[src/rtl/timer_flag_cfg.svh]
// Offsets, bit positions, reset values and function codes of the timer pair
`ifndef TIMER_FLAG_CFG_SVH
`define TIMER_FLAG_CFG_SVH

// Register byte offsets
`define TFC_OFS_A_CTL1   8'h00
`define TFC_OFS_B_CTL1   8'h04
`define TFC_OFS_A_CTL0   8'h08
`define TFC_OFS_B_CTL0   8'h0C
`define TFC_OFS_PAIR     8'h10
`define TFC_OFS_A_DATA   8'h14
`define TFC_OFS_B_DATA   8'h18
`define TFC_OFS_A_RMW    8'h20
`define TFC_OFS_B_RMW    8'h24

// Status/control one bit positions
`define TFC_BIT_RUN      7
`define TFC_BIT_SUSP     6
`define TFC_BIT_IRQEN    5
`define TFC_BIT_EDGE     4
`define TFC_BIT_BF       3
`define TFC_BIT_MF       2
`define TFC_BIT_INIT     1
`define TFC_BIT_OE       0

// Control zero and pair control bit positions
`define TFC_BIT_MFIE     4
`define TFC_BIT_WIDE     0
`define TFC_BIT_LOWOUT   1
`define TFC_BIT_UPOUT    2

// Function select codes
`define TFC_FS_ONESHOT   4'h0
`define TFC_FS_CONT      4'h1
`define TFC_FS_FIXPWM    4'h2
`define TFC_FS_VARPWM    4'h4
`define TFC_FS_PWC_HIGH  4'h8
`define TFC_FS_PWC_HCYC  4'h9
`define TFC_FS_PWC_LOW   4'hA
`define TFC_FS_CAPTURE   4'hC

// Reset values
`define TFC_RST_BYTE     8'h00
`define TFC_RST_FS       4'h0

// Bus responses
`define TFC_RESP_OKAY    2'b00
`define TFC_RESP_SLVERR  2'b10

`endif

[src/rtl/timer_flag_pkg.sv]
// Types shared by the timer pair flag and output control
package timer_flag_pkg;
  typedef logic [3:0]  func_t;
  typedef logic [7:0]  byte_t;
  typedef logic [15:0] count_t;
  typedef logic [1:0]  resp_t;
endpackage

[src/rtl/timer_flag_output_ctrl.sv]
// Flag, output and run control of a pair of 8-bit timers joinable into one 16-bit timer
`timescale 1ns/100ps
`default_nettype none
`include "timer_flag_cfg.svh"

module timer_flag_output_ctrl (
  input  wire logic                   aclk,
  input  wire logic                   aresetn,
  input  wire logic [7:0]             s_axi_awaddr,
  input  wire logic                   s_axi_awvalid,
  output logic                        s_axi_awready,
  input  wire logic [31:0]            s_axi_wdata,
  input  wire logic [3:0]             s_axi_wstrb,
  input  wire logic                   s_axi_wvalid,
  output logic                        s_axi_wready,
  output timer_flag_pkg::resp_t       s_axi_bresp,
  output logic                        s_axi_bvalid,
  input  wire logic                   s_axi_bready,
  input  wire logic [7:0]             s_axi_araddr,
  input  wire logic                   s_axi_arvalid,
  output logic                        s_axi_arready,
  output logic [31:0]                 s_axi_rdata,
  output timer_flag_pkg::resp_t       s_axi_rresp,
  output logic                        s_axi_rvalid,
  input  wire logic                   s_axi_rready,
  input  wire logic [1:0]             measure_in,
  output logic [1:0]                  timer_pin_out,
  output logic [1:0]                  timer_pin_oe,
  output logic [1:0]                  irq_req
);
  import timer_flag_pkg::*;

  ////////////////////////////////////////////////////////////////////////////
  // State
  logic [1:0]   run_enable, suspend, irq_enable, edge_measure_flag;
  logic [1:0]   buffer_full_flag, match_flag, init_value, output_enable;
  logic [1:0]   match_flag_irq_enable, out_level, meas_q;
  func_t        function_select [2];
  byte_t        data_reg [2];
  count_t       count [2];
  logic         wide_mode_select;
  logic [7:0]   aw_addr;
  logic [7:0]   w_byte;
  logic         aw_full, w_full, w_strb0;

  // Function decode shared by both channels
  function automatic logic is_pwc(input func_t f);
    return f == `TFC_FS_PWC_HIGH || f == `TFC_FS_PWC_HCYC || f == `TFC_FS_PWC_LOW;
  endfunction
  function automatic logic is_interval(input func_t f);
    return f == `TFC_FS_ONESHOT || f == `TFC_FS_CONT;
  endfunction
  function automatic logic is_pwm(input func_t f);
    return f == `TFC_FS_FIXPWM || f == `TFC_FS_VARPWM;
  endfunction

  ////////////////////////////////////////////////////////////////////////////
  // Bus write and read decode
  logic       wr_fire, rd_fire, wr_ok, rd_ok;
  logic [1:0] wr_ctl1, wr_ctl0, wr_data, rd_data;
  logic       wr_pair;
  assign wr_fire = aw_full && w_full && !s_axi_bvalid;
  assign rd_fire = s_axi_arvalid && s_axi_arready;
  assign wr_ctl1 = {aw_addr == `TFC_OFS_B_CTL1, aw_addr == `TFC_OFS_A_CTL1} & {2{wr_fire && w_strb0}};
  assign wr_ctl0 = {aw_addr == `TFC_OFS_B_CTL0, aw_addr == `TFC_OFS_A_CTL0} & {2{wr_fire && w_strb0}};
  assign wr_data = {aw_addr == `TFC_OFS_B_DATA, aw_addr == `TFC_OFS_A_DATA} & {2{wr_fire && w_strb0}};
  assign wr_pair = wr_fire && w_strb0 && aw_addr == `TFC_OFS_PAIR;
  assign rd_data = {s_axi_araddr == `TFC_OFS_B_DATA, s_axi_araddr == `TFC_OFS_A_DATA}
                   & {2{rd_fire}};

  // Address map check used by both channels
  function automatic logic mapped(input logic [7:0] a);
    return a <= `TFC_OFS_B_DATA && a[1:0] == 2'b00 || a == `TFC_OFS_A_RMW || a == `TFC_OFS_B_RMW;
  endfunction
  assign wr_ok = mapped(aw_addr);
  assign rd_ok = mapped(s_axi_araddr);

  ////////////////////////////////////////////////////////////////////////////
  // Per-channel event terms
  logic       coupled;
  logic [1:0] active, rise, fall, ovf, hit, start, stop, xfer, xfer_cyc, cap_evt, pwc_end;
  logic [1:0] restart, rd_clear, mf_set;
  count_t     top [2];
  count_t     cmp [2];
  assign coupled = wide_mode_select || function_select[0] == `TFC_FS_VARPWM;
  assign top[0]  = wide_mode_select ? 16'hFFFF : 16'h00FF;
  assign top[1]  = 16'h00FF;
  assign cmp[0]  = wide_mode_select ? {data_reg[1], data_reg[0]} : {8'h00, data_reg[0]};
  assign cmp[1]  = {8'h00, data_reg[1]};
  // Lower read clears in 8-bit mode, upper read clears lower flag when wide
  // read clears flag
  assign rd_clear[0] = wide_mode_select ? rd_data[1] : rd_data[0];
  assign rd_clear[1] = !wide_mode_select && rd_data[1];

  for (genvar i = 0; i < 2; i++) begin : g_evt
    assign active[i]  = run_enable[i] && !suspend[i] && !(wide_mode_select && i == 1);
    assign rise[i]    = measure_in[i] && !meas_q[i];
    assign fall[i]    = !measure_in[i] && meas_q[i];
    assign ovf[i]     = active[i] && count[i] == top[i];
    assign hit[i]     = active[i] && count[i] == cmp[i];
    assign start[i]   = wr_ctl1[i] && w_byte[`TFC_BIT_RUN] && !run_enable[i];
    assign stop[i]    = wr_ctl1[i] && !w_byte[`TFC_BIT_RUN];
    assign pwc_end[i] = active[i] && (function_select[i] == `TFC_FS_PWC_LOW ? rise[i] : fall[i]);
    assign restart[i] = active[i] && (function_select[i] == `TFC_FS_PWC_LOW ? fall[i] : rise[i]);
    assign cap_evt[i] = active[i] && function_select[i] == `TFC_FS_CAPTURE && (rise[i] || fall[i]);
    // full flag blocks transfer except high pulse of 1001
    assign xfer[i]     = is_pwc(function_select[i]) && pwc_end[i]
                         && (!buffer_full_flag[i] || function_select[i] == `TFC_FS_PWC_HCYC);
    assign xfer_cyc[i] = function_select[i] == `TFC_FS_PWC_HCYC && restart[i]
                         && !buffer_full_flag[i];
    // match in interval, overflow in measuring modes
    assign mf_set[i]  = is_interval(function_select[i]) ? hit[i]
                        : ((is_pwc(function_select[i]) || function_select[i] == `TFC_FS_CAPTURE)
                           && ovf[i]);
  end

  ////////////////////////////////////////////////////////////////////////////
  // Counter and run control
  always_ff @(posedge aclk) begin
    if (!aresetn) begin
      count      <= '{default: 16'h0000};
      run_enable <= 2'b00;
      suspend    <= 2'b00;
      meas_q     <= 2'b00;
    end else begin
      meas_q <= measure_in;
      for (int i = 0; i < 2; i++) begin
        if (start[i] || stop[i] || (coupled && (start[1-i] || stop[1-i])))
          count[i] <= 16'h0000;
        else if (active[i] && (is_pwc(function_select[i]) && restart[i]
                 || is_interval(function_select[i]) && hit[i]))
          count[i] <= 16'h0000;
        else if (active[i])
          count[i] <= (count[i] + 16'h0001) & top[i];
        if (wr_ctl1[i]) begin
          run_enable[i] <= w_byte[`TFC_BIT_RUN];
          suspend[i]    <= w_byte[`TFC_BIT_SUSP];
        end else if (coupled && wr_ctl1[1-i]) begin
          run_enable[i] <= w_byte[`TFC_BIT_RUN];
          suspend[i]    <= w_byte[`TFC_BIT_SUSP];
        end else if (function_select[i] == `TFC_FS_ONESHOT && hit[i]) begin
          run_enable[i] <= 1'b0;
        end
      end
    end
  end

  ////////////////////////////////////////////////////////////////////////////
  // Data register: software compare value or captured count
  always_ff @(posedge aclk) begin
    if (!aresetn) begin
      data_reg <= '{default: `TFC_RST_BYTE};
    end else begin
      for (int i = 0; i < 2; i++) begin
        if (xfer[i] || xfer_cyc[i] || cap_evt[i]) begin
          data_reg[i] <= count[i][7:0];
          if (i == 0 && wide_mode_select)
            data_reg[1] <= count[0][15:8];
        end else if (wr_data[i]) begin
          data_reg[i] <= w_byte;
        end
      end
    end
  end

  ////////////////////////////////////////////////////////////////////////////
  // Status flags; a hardware set wins over a clear in the same cycle
  always_ff @(posedge aclk) begin
    if (!aresetn) begin
      buffer_full_flag  <= 2'b00;
      match_flag        <= 2'b00;
      edge_measure_flag <= 2'b00;
    end else begin
      for (int i = 0; i < 2; i++) begin
        // flag only lives in pulse-width modes
        if (!is_pwc(function_select[i]) || (wide_mode_select && i == 1))
          buffer_full_flag[i] <= 1'b0;
        else if (xfer[i] || xfer_cyc[i])
          buffer_full_flag[i] <= 1'b1;
        else if (rd_clear[i])
          buffer_full_flag[i] <= 1'b0;
        if (function_select[i] == `TFC_FS_VARPWM || (wide_mode_select && i == 1))
          match_flag[i] <= 1'b0;
        else if (mf_set[i])
          match_flag[i] <= 1'b1;
        else if (wr_ctl1[i] && !w_byte[`TFC_BIT_MF])
          match_flag[i] <= 1'b0;
        if (!(is_pwc(function_select[i]) || function_select[i] == `TFC_FS_CAPTURE)
            || (wide_mode_select && i == 1))
          edge_measure_flag[i] <= 1'b0;
        else if (pwc_end[i] && is_pwc(function_select[i]) || cap_evt[i])
          edge_measure_flag[i] <= 1'b1;
        else if (wr_ctl1[i] && !w_byte[`TFC_BIT_EDGE])
          edge_measure_flag[i] <= 1'b0;
      end
    end
  end

  ////////////////////////////////////////////////////////////////////////////
  // Configuration bits written by software
  always_ff @(posedge aclk) begin
    if (!aresetn) begin
      init_value            <= 2'b00;
      output_enable         <= 2'b00;
      irq_enable            <= 2'b00;
      match_flag_irq_enable <= 2'b00;
      function_select       <= '{default: `TFC_RST_FS};
      wide_mode_select      <= 1'b0;
    end else begin
      for (int i = 0; i < 2; i++) begin
        if (wr_ctl1[i]) begin
          output_enable[i] <= w_byte[`TFC_BIT_OE];
          irq_enable[i]    <= w_byte[`TFC_BIT_IRQEN];
          if (!(run_enable[0] || run_enable[1]) || (wide_mode_select && i == 1))
            init_value[i] <= w_byte[`TFC_BIT_INIT];
        end
        if (wr_ctl0[i]) begin
          function_select[i]       <= w_byte[3:0];
          match_flag_irq_enable[i] <= w_byte[`TFC_BIT_MFIE];
        end
      end
      if (wr_pair)
        wide_mode_select <= w_byte[`TFC_BIT_WIDE];
    end
  end

  ////////////////////////////////////////////////////////////////////////////
  // Timer output level
  always_ff @(posedge aclk) begin
    if (!aresetn) begin
      out_level <= 2'b00;
    end else begin
      for (int i = 0; i < 2; i++) begin
        if (wide_mode_select && i == 1)
          out_level[1] <= out_level[0];
        else if (start[i] || (coupled && i == 1 && start[0]))
          out_level[i] <= (is_pwm(function_select[i]) || function_select[i] == `TFC_FS_CAPTURE)
                          ? 1'b0 : init_value[wide_mode_select ? 0 : i];
        else if (is_interval(function_select[i]) && hit[i])
          out_level[i] <= !out_level[i];
        else if (is_pwm(function_select[i]) && hit[i])
          out_level[i] <= 1'b0;
        else if (is_pwm(function_select[i]) && ovf[i])
          out_level[i] <= 1'b1;
      end
    end
  end

  assign timer_pin_out = out_level & output_enable;
  assign timer_pin_oe  = output_enable;
  assign irq_req = irq_enable & (edge_measure_flag | (match_flag & match_flag_irq_enable));

  ////////////////////////////////////////////////////////////////////////////
  // AXI4-Lite write channel
  assign s_axi_awready = !aw_full && !s_axi_bvalid;
  assign s_axi_wready  = !w_full && !s_axi_bvalid;
  always_ff @(posedge aclk) begin
    if (!aresetn) begin
      aw_full      <= 1'b0;
      w_full       <= 1'b0;
      aw_addr      <= 8'h00;
      w_byte       <= 8'h00;
      w_strb0      <= 1'b0;
      s_axi_bvalid <= 1'b0;
      s_axi_bresp  <= `TFC_RESP_OKAY;
    end else begin
      if (s_axi_awvalid && s_axi_awready) begin
        aw_full <= 1'b1;
        aw_addr <= s_axi_awaddr;
      end
      if (s_axi_wvalid && s_axi_wready) begin
        w_full  <= 1'b1;
        w_byte  <= s_axi_wdata[7:0];
        w_strb0 <= s_axi_wstrb[0];
      end
      if (wr_fire) begin
        aw_full      <= 1'b0;
        w_full       <= 1'b0;
        s_axi_bvalid <= 1'b1;
        s_axi_bresp  <= wr_ok ? `TFC_RESP_OKAY : `TFC_RESP_SLVERR;
      end else if (s_axi_bready) begin
        s_axi_bvalid <= 1'b0;
      end
    end
  end

  ////////////////////////////////////////////////////////////////////////////
  // AXI4-Lite read channel
  function automatic byte_t ctl1_view(input int i, input logic rmw);
    return {run_enable[i], suspend[i], irq_enable[i], edge_measure_flag[i] | rmw,
            buffer_full_flag[i], match_flag[i] | rmw, init_value[i], output_enable[i]};
  endfunction
  byte_t rd_byte;
  always_comb begin
    unique case (s_axi_araddr)
      `TFC_OFS_A_CTL1: rd_byte = ctl1_view(0, 1'b0);
      `TFC_OFS_B_CTL1: rd_byte = ctl1_view(1, 1'b0);
      `TFC_OFS_A_CTL0: rd_byte = {3'b000, match_flag_irq_enable[0], function_select[0]};
      `TFC_OFS_B_CTL0: rd_byte = {3'b000, match_flag_irq_enable[1], function_select[1]};
      `TFC_OFS_PAIR:   rd_byte = {5'b00000, out_level[1], out_level[0], wide_mode_select};
      `TFC_OFS_A_DATA: rd_byte = data_reg[0];
      `TFC_OFS_B_DATA: rd_byte = data_reg[1];
      // read-modify-write view returns edge and match flags as one, full flag as stored
      `TFC_OFS_A_RMW:  rd_byte = ctl1_view(0, 1'b1);
      `TFC_OFS_B_RMW:  rd_byte = ctl1_view(1, 1'b1);
      default:         rd_byte = 8'h00;
    endcase
  end
  assign s_axi_arready = !s_axi_rvalid;
  always_ff @(posedge aclk) begin
    if (!aresetn) begin
      s_axi_rvalid <= 1'b0;
      s_axi_rdata  <= 32'h0000_0000;
      s_axi_rresp  <= `TFC_RESP_OKAY;
    end else if (rd_fire) begin
      s_axi_rvalid <= 1'b1;
      s_axi_rdata  <= {24'h000000, rd_byte};
      s_axi_rresp  <= rd_ok ? `TFC_RESP_OKAY : `TFC_RESP_SLVERR;
    end else if (s_axi_rready) begin
      s_axi_rvalid <= 1'b0;
    end
  end
endmodule
`default_nettype wire

[config.mk]
export PLATFORM = sky130hd
export DESIGN_NAME = timer_flag_output_ctrl
export DESIGN_NICKNAME = d
export VERILOG_FILES = /design/src/rtl/timer_flag_pkg.sv /design/src/rtl/timer_flag_output_ctrl.sv
export VERILOG_INCLUDE_DIRS = /design/src /design/src/rtl
export SDC_FILE = /design/constraint.sdc
export NUM_CORES = 1
export LEC_CHECK = 0
export ABC_AREA = 1
export BUFFER_PORTS_ARGS = -buffer_cell sky130_fd_sc_hd__buf_2
export CAP_MARGIN = 40
export CORE_AREA = 2 2 178 110
export DETAILED_ROUTE_END_ITERATION = 10
export DIE_AREA = 0 0 180 112
export PLACE_DENSITY = 0.56
export SLEW_MARGIN = 20
export SYNTH_ARGS = -nofsm -noshare
export SYNTH_HDL_FRONTEND = slang
export SYNTH_SLANG_ARGS = --single-unit
export TNS_END_PERCENT = 1
[constraint.sdc]
create_clock -name aclk -period 2 [get_ports aclk]
set_input_delay 0.2 -clock aclk [delete_from_list [all_inputs] [get_ports aclk]]
set_output_delay 0.2 -clock aclk [all_outputs]
set_load 0.01 [all_outputs]
==> results.cfg, run 1 <==
[status]
status = finished, final reports clean

[timing]
max_slew_margin_pct = 63.7
slew_viol_final = 0
period_share_pct = 92.5
finalSetupViolations = 0
rsz0062_at_grt = false
min_period_ns = 1.85
fin_skew_ns = 0.00900
finalSetupTns_ns = 0
fmax_mhz = 540
hold_viol = 0
tightest_slew_ns = 0.543

[worst_setup_path]
cp_cell_sequence = inv_1, nand2_1, nor2_2, nand2_2, nor2_2, o21ai_1, nand2_1, a21oi_2, nand3_4, nor3_2
cp.required_ns = 2.25
cp.depth = 10
ff2ff_path_depth = 10
end_kind = flip-flop
cp_slowest_stage_delay_ns = 0.31
criticalPathCategory = flip-flop to flip-flop
slowest_stage = nor2_2
crit_fanout = 8
cp_top_family = simple AND/OR/NAND/NOR gates
cp.arrival_ns = 2.10
r2r_setup_slack_ns = 0.15
start_kind = flip-flop
crit_buf_inv = 1

[floorplan]
rows = 39
die_area_um2 = 20200
fp.dieH_um = 112
io_pins = 108
core-area_um2 = 18600
start_util_pct = 34.6
die_w_um = 180

[power]
clkPwrFrac_pct = 41.1
p_leak_nw = 3.26
sw_frac_of_total_pct = 27.6
p_seq_share_pct = 49.9
power_frac_comb_pct = 9.0
vdd_ir_drop_max_mv = 0.410
p_sw_mw = 1.17
power_density_nw_per_um2 = 569
intPower_mw = 3.07

[cells_and_area]
multi_input_area_um2 = 3630
drive_above_1_share_pct = 17.8
area_growth_pct = 15.9
register_area_um2 = 2050
top_register = count
fillers = 1973
final_cell_mix = nand2_1, inv_1, nor2_1
final_common_cell = nand2_1
final_nets = 1137
utilization_pct = 40.1
largest_reg_flops = 24

[routing]
wire_per_inst_um = 16.0
drt_iter0_drc = 827
vias = 6627
avgViaCountPerCell = 5.01
wl_um = 21100
dr.pass1.iters = 7
antenna_left = 0
drcViolationCount = 0

[placement]
routabilityCongestion = 0.996
hpwl_um = 16800
port_buffers = 54

[synthesis]
netlist.area_leader.share_pct = 31.8
synth.distinct_cells = 49
synth_cells = 981
synth_flop_cell = dfxtp_1
synth_warnings = 0
synthTopCellsByArea = dfxtp_1, nand2_1, inv_1, nor2_1, a21oi_1
synth-seq-cells = 102
async_flop_share_pct = 0
synth_edf_count = 0
syn_area_per_cell_um2 = 6.56
ys_seq_area_share_pct = 31.8
synthesis.area_um2 = 6430
yosys.area.top_type = dfxtp_1

[grt]
grt_use_total_pct = 20.9
grt_max_degree = 36
grt_pass1_vias = 5937
grt_antenna_before_repair = 1
gr-total-overflow = 0
grt_pass1_wl_um = 33100

[cts]
clock_path_buffers = 2
cts_tree = built
clock_sink_count = 102
clk_latency_ns = 0.36
clkSlewWorstSetupHoldPaths_ns = 0.07
htree_levels = 3
numCtsBuffers = 9
post_cts_buffers = 0
root_buffer = clkbuf_16
hold_buffers = 0

[hold_path]
holdPathStages = 3
hold_class = input pin to flip-flop

[run]
maxCapViolations = 0
==> per-stage QoR <==
stage	worst slack (ns)	hold slack (ns)	total power, mW	std cells	area (um^2)
2_1_floorplan	0.392	0.293	2.41	1006	6530
3_3_place_gp	0.111	0.422	2.53	1304	7130
3_5_place_dp	0.100	0.425	2.54	1304	7130
4_1_cts	0.0538	0.0564	4.27	1320	7410
5_1_grt	0.0138	0.0713	4.41	1322	7450
6_report	0.149	0.0583	4.25	1322	7450
==> synthesized netlist by cell type (all sizes together), types with 2 or more instances <==
| library cell | count |
|---|---|
| nand2 | 212 |
| inv | 141 |
| nor2 | 119 |
| dfxtp | 102 |
| o21ai | 96 |
| a21oi | 80 |
| nand3 | 69 |
| buf | 38 |
| nor3 | 26 |
| nand4 | 25 |
| o22ai | 16 |
| clkbuf | 11 |
| xor2 | 10 |
| xnor2 | 7 |
| ha | 6 |
| a311oi | 3 |
| clkinv | 3 |
| nor4 | 2 |
| o211ai | 2 |
| or2 | 2 |
==> worst reg2reg max path: cells and delay by family (launching register included) <==
kind	cells	cell delay [ns]
buf+inv	1	0.06
flops	1	0.30
compound gates	2	0.20
simple gates	7	1.18
==> metal layers <==
metal / vias to the layer above / wire length [um] / global-route usage (%)
met3: 9 / 2130 / 6.25
li1: 3335 / - / -
met1: 3032 / 11300 / 34.4
met4: 0 / 101 / 3.04
met5: - / 0 / 0
met2: 251 / 7520 / 25.7
==> final timing paths <==
| check | from | end |
|---|---|---|
| setup / recovery | aw_addr[6]$_SDFFE_PN0P_ | count[30]$_SDFFE_PP0P_ |
| hold reg to reg | aw_addr[7]$_SDFFE_PN0P_ | aw_addr[7]$_SDFFE_PN0P_ |
| setup reg to reg | aw_addr[6]$_SDFFE_PN0P_ | count[30]$_SDFFE_PP0P_ |
| hold / removal | measure_in[1] | meas_q[1]$_SDFF_PN0_ |
==> power by group through the flow <==
stage          sequential, mW  clock (mW)  combinational [mW]
6_report                 2.12        1.74               0.382
5_1_grt                  2.12        1.86               0.429
4_1_cts                  2.12        1.78               0.372
3_5_place_dp             2.17           0               0.372
3_3_place_gp             2.16           0               0.366
2_1_floorplan            2.15           0               0.262
==> final cells by class <==
type / count / share of cell area (%)
inverters: 144 / 7.25
multi-input cells: 712 / 48.7
diodes: 1 / 0.0336
well taps: 246 / 4.13
flip-flops and latches: 102 / 27.4
clock inverters: 6 / 0.587
repair buffers: 101 / 8.69
clock buffers: 10 / 3.21
==> cells by family after synthesis <==
| logic type | synth area share [%] |
|---|---|
| AOI/OAI and AO/OA | 17.7 |
| xor gates and xnor gates | 2.32 |
| adders and majority gates | 1.17 |
| buffers and inverters | 13.9 |
| DFF | 31.8 |
| other | 0.0583 |
| and+or+nand+nor | 33.1 |
==> timing repair <==
| item | CTS | global route |
|---|---|---|
| endpoints found under the setup margin | 0 | 27 |
| resized for setup | 0 | 10 |
| hold endpoints to repair | 0 | 0 |
(Power assumes the default switching activity.)
==> run 2: changes to the inputs <==
--- a/config.mk
+++ b/config.mk
@@ -9,10 +9,14 @@
 export ABC_AREA = 1
 export BUFFER_PORTS_ARGS = -buffer_cell sky130_fd_sc_hd__buf_2
 export CAP_MARGIN = 40
+export CELL_PAD_IN_SITES_DETAIL_PLACEMENT = 1
+export CELL_PAD_IN_SITES_GLOBAL_PLACEMENT = 1
 export CORE_AREA = 2 2 178 110
+export CTS_CLUSTER_DIAMETER = 150
+export CTS_CLUSTER_SIZE = 10
 export DETAILED_ROUTE_END_ITERATION = 10
 export DIE_AREA = 0 0 180 112
-export PLACE_DENSITY = 0.56
+export PLACE_DENSITY = 0.74
 export SLEW_MARGIN = 20
 export SYNTH_ARGS = -nofsm -noshare
 export SYNTH_HDL_FRONTEND = slang
==> results.cfg, run 2 (synthesis results as in run 1) <==
[status]
status = finished, final reports clean

[timing]
min_period_ns = 1.95
max_slew_margin_pct = 64.5
hold_viol = 0
tightest_slew_ns = 0.531
slew_viol_final = 0
period_share_pct = 97.6
fin_skew_ns = 0.0176
rsz0062_at_grt = true
fmax_mhz = 512
setup_ws_ns = 0.0478
finalSetupViolations = 0

[worst_setup_path]
cp-startpoint = wide_mode_select$_SDFFE_PN0P_
start_kind = flip-flop
crit_fanout = 8
cp.arrival_ns = 2.23
r2r-start = wide_mode_select$_SDFFE_PN0P_
cp.required_ns = 2.28
criticalPathCategory = flip-flop to flip-flop
end_kind = flip-flop

[floorplan]
rows = 39
die_w_um = 180
fp.dieH_um = 112
start_util_pct = 34.6
core-area_um2 = 18600
io_pins = 108
die_area_um2 = 20200

[placement]
routabilityCongestion = 0.912
hpwl_um = 19000
port_buffers = 54
dp_cells = 1311
place_ws_ns = 0.0442

[hold_path]
hold_class = input pin to flip-flop
holdCritStartpoint = measure_in[1]

[routing]
antenna_left = 0
wl_um = 23700
drt_iter0_drc = 554
dr.pass1.iters = 5
wire_per_inst_um = 17.9
vias = 6880
avgViaCountPerCell = 5.18
drcViolationCount = 0

[power]
power_density_nw_per_um2 = 579
p_leak_nw = 3.27
vdd_ir_drop_max_mv = 0.417

[cts]
root_buffer = clkbuf_16
cts_tree = built
clock_sink_count = 102
clk_latency_ns = 0.37
htree_levels = 3
numCtsBuffers = 9
clkSlewWorstSetupHoldPaths_ns = 0.08
clock_path_buffers = 2

[grt]
grt_max_degree = 27
grt_pass1_vias = 6694
gr-total-overflow = 0
grt_pass1_wl_um = 37700
grt_use_total_pct = 23.8
grt_antenna_before_repair = 0

[cells_and_area]
final_cell_mix = nand2_1, inv_1, nor2_1, dfxtp_1, a21oi_1
final_nets = 1143
drive_above_1_share_pct = 18.2
largest_reg_flops = 24
fillers = 2522
area_growth_pct = 16.4
antennaDiodeCount = 0
final_common_cell = nand2_1
top_register = count
finalNonFillerCells = 1327

[run]
maxCapViolations = 0
run 2: critical path, cell delays in order (launching register included):
cell and delay, ns:
dfxtp_4 0.39, inv_2 0.20, buf_4 0.18, nand2_1 0.12
clkinv_1 0.11, nand2_1 0.05, a21oi_1 0.35, nand3_2 0.27
a21oi_1 0.19
run 2: power breakdown:
part	total (mW)	switching, mW	internal, mW
sequential	2.12	0.0468	2.07
combinational	0.405	0.286	0.119
clock	1.81	0.911	0.899
run 2: final cells by class:
cell class / instances / area, um^2 / share of cell area (%)
multi-input cells: 711 / 3610 / 48.2
clock buffers: 10 / 239 / 3.19
clock inverters: 6 / 52.6 / 0.702
inverters: 144 / 541 / 7.22
repair buffers: 108 / 688 / 9.19
well taps: 246 / 308 / 4.11
flip-flops and latches: 102 / 2050 / 27.3
run 2: metrics by stage:
| step | cell area (um^2) | power, mW | setup TNS [ns] | hold WS, ns | util, % |
|---|---|---|---|---|---|
| 3_5_place_dp | 7170 | 2.56 | 0 | 0.445 | 38.5 |
| 6_report | 7490 | 4.33 | 0 | 0.0735 | 40.3 |
| 5_1_grt | 7490 | 4.49 | -0.490 | 0.0961 | 40.3 |
| 2_1_floorplan | 6530 | 2.41 | 0 | 0.293 | - |
| 3_3_place_gp | 7170 | 2.55 | 0 | 0.424 | 38.5 |
| 4_1_cts | 7460 | 4.35 | 0 | 0.0637 | 40.1 |
run 2: final timing paths:
kind                             endpoint  slack, ns  cells past startpoint
setup reg to reg    count[1]$_SDFFE_PP0P_       0.05                      8
hold / removal       meas_q[1]$_SDFF_PN0_       0.07                      3
setup / recovery    count[1]$_SDFFE_PP0P_       0.05                      8
hold reg to reg   aw_addr[6]$_SDFFE_PN0P_       0.45                      2
run 2: layer usage:
metal	global-route usage [%]	vias to the layer above	share of wire (%)
met5	0	-	0
met4	2.98	0	0.79
met3	4.97	15	8.5
met2	32.6	226	39
met1	38.2	3314	52
li1	-	3325	-
run 2: what timing repair did:
action,in CTS,in global routing
endpoints found under the setup margin,1,35
resized for setup,1,10
setup buffers,0,0
endpoints found under the hold margin,0,0
pin swaps,0,1
hold buffers,0,0
